[config.mk]
export PLATFORM = sky130hd
export DESIGN_NAME = elr_regs
export DESIGN_NICKNAME = d
export VERILOG_FILES = /design/src/hw/elr_pkg.sv /design/src/hw/elr_regs.sv
export SDC_FILE = /design/constraint.sdc
export NUM_CORES = 1
export LEC_CHECK = 0
export BUFFER_PORTS_ARGS = -buffer_cell sky130_fd_sc_hd__buf_2
export CAP_MARGIN = 20
export CELL_PAD_IN_SITES_DETAIL_PLACEMENT = 1
export CELL_PAD_IN_SITES_GLOBAL_PLACEMENT = 2
export CORE_MARGIN = 2
export CORE_UTILIZATION = 35
export CTS_BUF_LIST = sky130_fd_sc_hd__clkbuf_8
export DETAILED_ROUTE_END_ITERATION = 7
export PLACE_DENSITY_LB_ADDON = 0.2
export SYNTH_ARGS = -nofsm -noshare
export SYNTH_HDL_FRONTEND = slang
export SYNTH_SLANG_ARGS = --single-unit
export TNS_END_PERCENT = 30
[constraint.sdc]
create_clock -name clock -period 4.8 [get_ports clock]
set_input_delay 0.48 -clock clock [delete_from_list [all_inputs] [get_ports clock]]
set_output_delay 0.48 -clock clock [all_outputs]
set_load 0.02 [all_outputs]
[src/hw/elr_pkg.sv]
package elr_pkg;

  // register byte offsets
  localparam logic [11:0] OFF_ERR_CTRL  = 12'h118;
  localparam logic [11:0] OFF_HDR_LOG0  = 12'h11C;
  localparam logic [11:0] OFF_HDR_LOG1  = 12'h120;
  localparam logic [11:0] OFF_HDR_LOG2  = 12'h124;
  localparam logic [11:0] OFF_HDR_LOG3  = 12'h128;
  localparam logic [11:0] OFF_CH_HDR    = 12'h140;
  localparam logic [11:0] OFF_PCH_CAP1  = 12'h144;
  localparam logic [11:0] OFF_PCH_CAP2  = 12'h148;
  localparam logic [11:0] OFF_PCH_CTRL  = 12'h14C;
  // table entry window offset, chosen locally
  localparam logic [11:0] OFF_ARB_TABLE = 12'h170;

  // error control field positions
  localparam int FEP_LSB      = 0;
  localparam int GEN_CAP_BIT  = 5;
  localparam int GEN_EN_BIT   = 6;
  localparam int CHK_CAP_BIT  = 7;
  localparam int CHK_EN_BIT   = 8;

  // capability header values
  localparam logic [15:0] CAP_ID       = 16'h0002;
  localparam logic [3:0]  CAP_VER      = 4'h1;
  localparam logic [11:0] NEXT_PTR_RST = 12'h20C;

  // port capability values
  localparam logic [1:0]  REF_CLK_100NS = 2'h0;
  localparam logic [1:0]  ENTRY_4BIT    = 2'h2;
  localparam logic [7:0]  ARB_CAP_ON    = 8'h03;
  localparam logic [7:0]  ARB_CAP_OFF   = 8'h00;
  localparam logic [7:0]  TBL_OFF_ON    = 8'h03;
  localparam logic [7:0]  TBL_OFF_OFF   = 8'h00;
  localparam logic [2:0]  LPG_RST       = 3'h0;

  // control and status
  localparam int          LOAD_BIT      = 0;
  localparam int          DIRTY_BIT     = 16;
  localparam logic [2:0]  SCHEME_RST    = 3'h0;
  localparam logic [2:0]  SCHEME_MAX    = 3'h1;

  // error event carrier
  typedef struct packed {
    logic         valid;
    logic [4:0]   bit_index;
    logic         unmasked;
    logic         pending;
    logic [127:0] header;
  } elr_err_evt_t;

  // configuration memory override carrier
  typedef struct packed {
    logic       valid;
    logic [2:0] extra_count;
    logic [2:0] low_group;
  } elr_cfg_load_t;

endpackage : elr_pkg

[src/hw/elr_regs.sv]
`timescale 1ns/1ps
// Contract
// sticky read-only five-bit first-error pointer in bits 4:0, reset zero
// bit 5 always reads one: end-to-end crc generation capable
// sticky writable bit 6 enables crc generation, resets zero
// bit 7 always reads one: end-to-end crc check capable
// sticky writable bit 8 enables crc checking; bits 31:9 reserved
// sticky 128-bit header log, first dword lowest, bytes big-endian
// capability header reads id 0002h and version 1h
// capability header next pointer in bits 31:20 resets to 20Ch
// extra channel count: upper bits zero, low bit from strap, loadable; a configuration load writes all three bits, so upper bits can be nonzero
// low-priority group count in bits 6:4, resets 000b, loadable
// reference clock field bits 9:8 reads 00b for 100 ns
// entry size field bits 11:10 reads 10b for 4-bit entries
// arbitration capability byte 03h with extra channel count bit 0 one, else 00h
// table offset bits 31:24 in 16-byte units, 03h with extra channel
// writing one to control bit 0 applies table; reads as zero
// scheme field bits 3:1 accepts 0 and 1, others mean default
// status bit 16 set on table write, cleared when load finishes
// sticky fields clear only on cold reset
// reserved bits read zero and ignore writes
// log captured only for unmasked error with none pending
module elr_regs (
  // clock and resets
  input  wire logic                  clock,
  input  wire logic                  rst_n,
  input  wire logic                  cold_rst_n,
  // strap pin
  input  wire logic                  extended_channel_strap,
  // register port
  input  wire logic [11:0]           addr,
  input  wire logic [31:0]           wdata,
  input  wire logic                  wr,
  input  wire logic                  rd,
  output logic      [31:0]           rdata,
  // error and configuration memory events
  input  wire elr_pkg::elr_err_evt_t err_evt,
  input  wire elr_pkg::elr_cfg_load_t cfg_load,
  // arbiter side
  input  wire logic                  table_load_done,
  output logic                       crc_gen_en,
  output logic                       crc_chk_en,
  output logic      [2:0]            channel_arb_scheme,
  output logic                       apply_channel_arb_table
);

  logic        rst_meta_r;
  logic        rst_sync_r;
  logic        cold_meta_r;
  logic        cold_sync_r;
  logic        strap_meta_r;
  logic        strap_sync_r;
  logic        strap_taken_r;
  logic [4:0]  first_err_r;
  logic [127:0] hdr_log_r;
  logic        gen_en_r;
  logic        chk_en_r;
  logic [2:0]  extra_channel_count_r;
  logic [2:0]  low_priority_channel_group_r;
  logic [2:0]  scheme_r;
  logic        apply_r;
  logic        dirty_r;
  logic [31:0] rdata_nxt;
  logic [31:0] rdata_r;

  // 16-byte word offset from capability base
  function automatic logic [7:0] tbl_off(input logic ext);
    tbl_off = ext ? elr_pkg::TBL_OFF_ON : elr_pkg::TBL_OFF_OFF;
  endfunction : tbl_off

  // reset release synchronisers
  always_ff @(posedge clock or negedge rst_n)
  begin
    if (!rst_n)
    begin
      rst_meta_r <= 1'b0;
      rst_sync_r <= 1'b0;
    end
    else
    begin
      rst_meta_r <= 1'b1;
      rst_sync_r <= rst_meta_r;
    end
  end

  always_ff @(posedge clock or negedge cold_rst_n)
  begin
    if (!cold_rst_n)
    begin
      cold_meta_r <= 1'b0;
      cold_sync_r <= 1'b0;
    end
    else
    begin
      cold_meta_r <= 1'b1;
      cold_sync_r <= cold_meta_r;
    end
  end

  // strap pin synchroniser, free running so the level is settled at reset release
  always_ff @(posedge clock)
  begin
    strap_meta_r <= extended_channel_strap;
    strap_sync_r <= strap_meta_r;
  end

  // strap capture after release, then configuration memory override
  always_ff @(posedge clock or negedge rst_sync_r)
  begin
    if (!rst_sync_r)
    begin
      strap_taken_r                <= 1'b0;
      extra_channel_count_r        <= 3'h0;
      low_priority_channel_group_r <= elr_pkg::LPG_RST;
    end
    else if (cfg_load.valid)
    begin
      strap_taken_r                <= 1'b1;
      extra_channel_count_r        <= cfg_load.extra_count;
      low_priority_channel_group_r <= cfg_load.low_group;
    end
    else if (!strap_taken_r)
    begin
      strap_taken_r         <= 1'b1;
      extra_channel_count_r <= {2'b00, strap_sync_r};
    end
  end

  // sticky error log, cleared by cold reset only
  always_ff @(posedge clock or negedge cold_sync_r)
  begin
    if (!cold_sync_r)
    begin
      first_err_r <= 5'h00;
      hdr_log_r   <= '0;
    end
    else if (err_evt.valid && err_evt.unmasked && !err_evt.pending)
    begin
      first_err_r <= err_evt.bit_index;
      hdr_log_r   <= err_evt.header;
    end
  end

  // sticky crc enables
  always_ff @(posedge clock or negedge cold_sync_r)
  begin
    if (!cold_sync_r)
    begin
      gen_en_r <= 1'b0;
      chk_en_r <= 1'b0;
    end
    else if (wr && addr == elr_pkg::OFF_ERR_CTRL)
    begin
      gen_en_r <= wdata[elr_pkg::GEN_EN_BIT];
      chk_en_r <= wdata[elr_pkg::CHK_EN_BIT];
    end
  end

  // scheme select and load pulse
  always_ff @(posedge clock or negedge rst_sync_r)
  begin
    if (!rst_sync_r)
    begin
      scheme_r <= elr_pkg::SCHEME_RST;
      apply_r  <= 1'b0;
    end
    else
    begin
      apply_r <= wr && addr == elr_pkg::OFF_PCH_CTRL && wdata[elr_pkg::LOAD_BIT];
      if (wr && addr == elr_pkg::OFF_PCH_CTRL)
      begin
        if (wdata[3:1] <= elr_pkg::SCHEME_MAX)
          scheme_r <= wdata[3:1];
        else
          scheme_r <= elr_pkg::SCHEME_RST;
      end
    end
  end

  // table dirty flag, set beats clear
  always_ff @(posedge clock or negedge rst_sync_r)
  begin
    if (!rst_sync_r)
      dirty_r <= 1'b0;
    else if (wr && addr == elr_pkg::OFF_ARB_TABLE)
      dirty_r <= 1'b1;
    else if (table_load_done)
      dirty_r <= 1'b0;
  end

  // read decode
  always_comb
  begin
    rdata_nxt = 32'h0000_0000;
    if (addr == elr_pkg::OFF_ERR_CTRL)
    begin
      rdata_nxt[4:0]                     = first_err_r;
      rdata_nxt[elr_pkg::GEN_CAP_BIT]    = 1'b1;
      rdata_nxt[elr_pkg::GEN_EN_BIT]     = gen_en_r;
      rdata_nxt[elr_pkg::CHK_CAP_BIT]    = 1'b1;
      rdata_nxt[elr_pkg::CHK_EN_BIT]     = chk_en_r;
    end
    else if (addr == elr_pkg::OFF_HDR_LOG0)
      rdata_nxt = hdr_log_r[31:0];
    else if (addr == elr_pkg::OFF_HDR_LOG1)
      rdata_nxt = hdr_log_r[63:32];
    else if (addr == elr_pkg::OFF_HDR_LOG2)
      rdata_nxt = hdr_log_r[95:64];
    else if (addr == elr_pkg::OFF_HDR_LOG3)
      rdata_nxt = hdr_log_r[127:96];
    else if (addr == elr_pkg::OFF_CH_HDR)
      rdata_nxt = {elr_pkg::NEXT_PTR_RST, elr_pkg::CAP_VER, elr_pkg::CAP_ID}; // see
    else if (addr == elr_pkg::OFF_PCH_CAP1)
    begin
      rdata_nxt[2:0]   = extra_channel_count_r;
      rdata_nxt[6:4]   = low_priority_channel_group_r;
      rdata_nxt[9:8]   = elr_pkg::REF_CLK_100NS;
      rdata_nxt[11:10] = elr_pkg::ENTRY_4BIT;
    end
    else if (addr == elr_pkg::OFF_PCH_CAP2)
    begin
      rdata_nxt[7:0]   = extra_channel_count_r[0] ? elr_pkg::ARB_CAP_ON : elr_pkg::ARB_CAP_OFF;
      rdata_nxt[31:24] = tbl_off(extra_channel_count_r[0]);
    end
    else if (addr == elr_pkg::OFF_PCH_CTRL)
    begin
      rdata_nxt[3:1]                   = scheme_r; // load bit reads zero, see
      rdata_nxt[elr_pkg::DIRTY_BIT]    = dirty_r;
    end
  end

  // read data register, one cycle after strobe
  always_ff @(posedge clock or negedge rst_sync_r)
  begin
    if (!rst_sync_r)
      rdata_r <= 32'h0000_0000;
    else if (rd)
      rdata_r <= rdata_nxt;
    else
      rdata_r <= 32'h0000_0000;
  end

  assign rdata                   = rdata_r;
  assign crc_gen_en              = gen_en_r;
  assign crc_chk_en              = chk_en_r;
  assign channel_arb_scheme      = scheme_r;
  assign apply_channel_arb_table = apply_r;

endmodule : elr_regs

# ---- After elaboration in Yosys (flattened, before gate mapping)
# Cells that the tools add are included.
dict set report totals {
  register_bits 185
  input_bits 194
}
dict set report op_classes {
  magnitude_cmp 1
  reduce_logical 8
  eq_ne 11
  mux 29
}
# operator n
set ops {}
lappend ops {{$mux 32} 5}
lappend ops {{$eq 12x9->1 const B} 10}
lappend ops {{$mux 23} 1}
lappend ops {{$mux 3} 7}
lappend ops {{$mux 12} 1}
lappend ops {{$mux 9} 1}
lappend ops {{$mux 1} 8}
lappend ops {{$mux 7} 1}
lappend ops {{$logic_and 1x1->1} 6}
lappend ops {{$mux 2} 3}
lappend ops {{$mux 6} 1}
lappend ops {{$mux 4} 1}
lappend ops {{$le 3x1->1 const B} 1}
lappend ops {{$ne 2x2->1 const B} 1}
lappend ops {{$reduce_bool 2->1} 1}
lappend ops {{$logic_not 1->1} 1}

# ---- Logic depth before layout (Yosys ltp)
dict set report depth {
  word_depth 11
  depth_mapped 8
}

# ---- Worst setup path after synthesis
# No wires, ideal clock.
dict set report synth_path {
  kind {input to register}
  from {in addr[11]}
  to {reg rdata_r[24] (netlist: rdata[24])}
  stages 7
  setup_time_ps 78
  arrival_ps 1801
  required_time_ps 4722
  slack_ps 2921
  path_cell_list {nor4_4 nand2_1 buf_2 nor3_4 buf_2 a32oi_1 a21oi_1}
}
dict set report synth_via {
  elab_chain_len 10
}
# element line
set synth_lines {}
lappend synth_lines {{from (decl)} elr_regs.sv:31} ;# input wire logic [11:0] addr,
lappend synth_lines {{$eq 12x9->1} elr_regs.sv:220} ;# else if (addr == elr_pkg::OFF_PCH_CAP2)
lappend synth_lines {{$mux 2} elr_regs.sv:220}
lappend synth_lines {{$mux 2} elr_regs.sv:213} ;# else if (addr == elr_pkg::OFF_PCH_CAP1)
lappend synth_lines {{$mux 6} elr_regs.sv:211} ;# else if (addr == elr_pkg::OFF_CH_HDR)
lappend synth_lines {{$mux 32} elr_regs.sv:209} ;# else if (addr == elr_pkg::OFF_HDR_LOG3)
lappend synth_lines {{$mux 32} elr_regs.sv:207} ;# else if (addr == elr_pkg::OFF_HDR_LOG2)
lappend synth_lines {{$mux 32} elr_regs.sv:205} ;# else if (addr == elr_pkg::OFF_HDR_LOG1)
lappend synth_lines {{$mux 32} elr_regs.sv:203} ;# else if (addr == elr_pkg::OFF_HDR_LOG0)
lappend synth_lines {{$mux 23 *} elr_regs.sv:195} ;# if (addr == elr_pkg::OFF_ERR_CTRL)
lappend synth_lines {{$mux 32 *} elr_regs.sv:237} ;# else if (rd)
lappend synth_lines {{to (signal assigned)} elr_regs.sv:238} ;# rdata_r <= rdata_nxt;
lappend synth_lines {{to (decl)} elr_regs.sv:64} ;# logic [31:0] rdata_r;
# Every way passes the cells marked *; elsewhere a longest branch is shown, timed or not.
# A chain may end at the register's enable or synchronous reset.

# ---- Final worst setup path
dict set report layout_path {
  from {in addr[11]}
  to {reg rdata_r[16] (netlist: rdata[16])}
}
dict set report layout_via {
  elab_chain_len 11
}
# element line
set layout_lines {}
lappend layout_lines {{$eq 12x9->1} elr_regs.sv:225} ;# else if (addr == elr_pkg::OFF_PCH_CTRL)
lappend layout_lines {{$mux 1} elr_regs.sv:225}
lappend layout_lines {{$mux 1} elr_regs.sv:220}
lappend layout_lines {{$mux 1} elr_regs.sv:213}
lappend layout_lines {{$mux 1} elr_regs.sv:211}
lappend layout_lines {{$mux 32} elr_regs.sv:209}
lappend layout_lines {{$mux 32} elr_regs.sv:207}
lappend layout_lines {{$mux 32} elr_regs.sv:205}
lappend layout_lines {{$mux 32} elr_regs.sv:203}
lappend layout_lines {{$mux 23 *} elr_regs.sv:195}
lappend layout_lines {{$mux 32 *} elr_regs.sv:237}
# Marked as above.

==> impl_metrics.csv <==
group,metric,value,unit
status,status,"complete, no violations",
place,dpl_cell_area,9180,µm²
drt,wl_met3,1.26,mm
timing,slew-limit-headroom,0.296,
timing,period_minus_slack,2610,ps
logic_synthesis,netlist_area,7880,µm²
setup_path,start_kind,"input port",
floorplan,rows,54,
clock_tree,cts_tree,"yes",
power_and_ir_drop,powerDensity,351,nW/µm²
setup_path,r2r_cells,5,
grt,grt_start_max_net_pins,134,
logic_synthesis,ys.flop_type,"dfrtp_1",
drt,wl_met2,11.5,mm
power_and_ir_drop,worst_ir_drop_vdd,0.000151,V
place,hpwlAfterDp,16.0,mm
drt,drcViolationCount,0,
clock_tree,cts.sinks,185,
timing,max_freq,0.383,GHz
timing,finalCritPeriodShare,0.544,
hold_path,hold_start,"extended_channel_strap",
grt,overflow,0,
drt,highest_layer,"met5",
timing,finalHoldViolations,0,
power_and_ir_drop,total_power,0.00338,W
drt,drt-initial-drc-count,371,
drt,wire_per_inst,21.6,µm
drt,wl,23.2,mm
logic_synthesis,synth-seq-cells,185,
logic_synthesis,synth_cells,583,
setup_path,ff2ff_setup_slack,3300,ps
hold_path,hp-class,"input port to flop",
timing,finClkSkew,12.4,ps
clock_tree,root_buffer,"clkbuf_8",
power_and_ir_drop,power_leakage,4.46,nW
timing,slew_violations,0,
setup_path,slowest_stage,"nor3_4",
clock_tree,clkTransAtPathRegs,100,ps
finish,drive_gt1_frac,0.504,
finish,synthToLayoutAreaGrowth,21.9,%
timing,max_slew.worst_pin.slew,1050,ps
logic_synthesis,syn_avg_cell_area,13.5,µm²
logic_synthesis,yosysWarningCount,0,
grt,antenna_found_initial,7,
power_and_ir_drop,swShare,0.272,
power_and_ir_drop,p_clk_frac,0.310,
finish,fin_nets,973,
clock_tree,post_cts_resized,0,
hold_path,whs_endpoint,"strap_meta_r",
timing,rsz0062_at_grt,"no",
floorplan,start_util,0.359,
place,io_buffers,205,
drt,vias_per_cell,5.33,
place,gp_congestion,0.781,
floorplan,die_w,154,µm
grt,grtUsageTotal,0.200,
logic_synthesis,synth_cell_type_count,59,
floorplan,core-area,22000,µm²
setup_path,required,5150,ps
drt,first_pass_iters,6,
timing,final-setup-viol-count,0,
power_and_ir_drop,comb_power_share,0.126,
power_and_ir_drop,p_sw,0.000917,W
timing,finalWorstSetupSlack,2190,ps
grt,grt_pass1_wl,36.1,mm
drt,wl_met1,10.2,mm
clock_tree,cts_buffer_depth,2,
finish,postLayoutCellArea,9600,µm²
setup_path,r2r-start,"extra_channel_count_r[0]",
setup_path,worstSetupPathType,"input port to flop",
floorplan,fp.dieH,154,µm
floorplan,ios,232,
logic_synthesis,synth_edf_count,0,
grt,grt_pass1_vias,6253,
timing,fin_tns_setup,0,ps
floorplan,dieArea,23700,µm²
power_and_ir_drop,share_seq_of_total_power,0.564,
finish,stdcell_count,1076,
clock_tree,cts_buffers,17,
setup_path,arrival,2960,ps
clock_tree,htree_levels,4,
hold_path,min_path_cells,1,
power_and_ir_drop,p_int,0.00246,W
clock_tree,cts_setup_buffers,0,
finish,fill_cells,2357,
logic_synthesis,seq_area_frac_synth,0.586,
setup_path,crit_fanout,18,
flow_run,drv_cap,0,
place,dpl.cell_count,1038,
place,post-place-ws,1680,ps
setup_path,r2r_end,"rdata[1]",
setup_path,critPathCaptureType,"flop",
drt,num_vias,5736,
logic_synthesis,postSynth.asyncResetShare,0.989,
drt,ant_nets,0,
setup_path,path_cells,"buf_2 > nor4_4 > nand2_1 > nor3_4 > buf_4 > a211oi_1 > o31a_1",
clock_tree,insertion_delay,470,ps
setup_path,max_stage_delay,980,ps
## how the worst max path moves through the flow
stage | startpoint | to | slack (ps) | cells past startpoint
after detailed placement | addr[11] | rdata[16] | 1680 | 7
after global routing | addr[11] | rdata[18] | 1990 | 7
after floorplan | cold_sync_r | crc_chk_en | 700 | 0
after global placement | addr[11] | rdata[16] | 1700 | 7
final | addr[11] | rdata[16] | 2190 | 7
after CTS | addr[11] | rdata[16] | 2180 | 7
## layout by cell type (no fill, tap or decap), types with 12 or more instances in the layout
cell / count
buf_2: 205
mux2_2: 136
dfrtp_1: 181
a222oi_1: 17
a22o_1: 21
nand2_1: 18
nand3_1: 13
nor2_1: 21
clkbuf_8: 17
o21ai_0: 12
## registers in the layout (all words and copies together) (netlist names), 3 cells and up
register / count
rdata: 32
hdr_log_r: 128
extra_channel_count_r: 3
low_priority_channel_group_r: 3
first_err_r: 5
channel_arb_scheme: 3
## cell families (layout without fill, tap and decap cells)
| family | count (synthesis) | after routing | synth area share |
|---|---|---|---|
| flops | 185 | 185 | 0.586 |
| mux | 141 | 141 | 0.201 |
| compound gates | 112 | 112 | 0.109 |
| buf+inv | 49 | 256 | 0.0276 |
| other cells | 1 | 7 | 0.000476 |
| simple gates | 95 | 95 | 0.0756 |
## power by group through the flow
stage | combinational [W] | clock [W] | sequential, W
final | 0.000426 | 0.00105 | 0.00190
after CTS | 0.000434 | 0.00108 | 0.00190
after global routing | 0.000471 | 0.00115 | 0.00193
after global placement | 0.000410 | 0 | 0.00192
after floorplan | 0.000276 | 0 | 0.00190
after detailed placement | 0.000431 | 0 | 0.00194
## stage by stage
| stage | util | hold slack, ps |
|---|---|---|
| after floorplan | - | 184 |
| after global routing | 0.437 | 80.4 |
| final | 0.437 | 116 |
| after CTS | 0.437 | 80.2 |
| after detailed placement | 0.418 | 265 |
| after global placement | 0.418 | 265 |
## worst max-delay path: cells and delay by family
family                 cells  cell delay [ps]
buffers and inverters      2              460
AOI/OAI and AO/OA          2              200
and+or+nand+nor            3             1800
## layout make-up
type,count,area (µm²),share of cell area
repair buffers,218,1140,0.119
flip-flops and latches,185,4620,0.482
diodes,4,10.0,0.00104
clock inverters,15,163,0.0169
clock buffers,17,234,0.0244
well taps,280,350,0.0365
multi-input cells,351,3060,0.319
inverters,6,22.5,0.00234
## cell usage after synthesis (all sizes together), types with 2 or more instances
| cell type | instances | area [µm²] |
|---|---|---|
| dfrtp | 183 | 4580 |
| mux2 | 138 | 1550 |
| clkbuf | 28 | 105 |
| nor2 | 23 | 101 |
| a22o | 21 | 184 |
| nand2 | 19 | 73.8 |
| a222oi | 17 | 170 |
| o21ai | 17 | 85.1 |
| buf | 15 | 90.1 |
| nand3 | 13 | 65.1 |
| a21oi | 11 | 55.1 |
| and3 | 9 | 56.3 |
| a32oi | 8 | 70.1 |
| a22oi | 6 | 45.0 |
| a31oi | 6 | 37.5 |
| inv | 6 | 22.5 |
| nor2b | 6 | 37.5 |
| nor3 | 5 | 58.8 |
| o211ai | 5 | 37.5 |
| and2 | 4 | 25.0 |
| nor4b | 4 | 71.3 |
| mux2i | 3 | 30.0 |
| o21a | 3 | 22.5 |
| a211oi | 2 | 15.0 |
| dfxtp | 2 | 40.0 |
| nand2b | 2 | 12.5 |
| nor4 | 2 | 27.5 |
| o2111ai | 2 | 17.5 |
| o22a | 2 | 17.5 |
| o22ai | 2 | 12.5 |
| o32ai | 2 | 17.5 |
## repair_timing
| action | in CTS | in global routing |
|---|---|---|
| setup endpoints to repair | 0 | 0 |
| hold buffers | 2 | 0 |
| endpoints found under the hold margin | 4 | 0 |
## routing by layer
metal  global-route usage  vias up
met5                    0        -
met4               0.0565        4
met3               0.0471       20
met2                0.334      169
met1                0.262     2978
li1                     -     2565
Note: power is estimated with default switching activity, not from simulation.
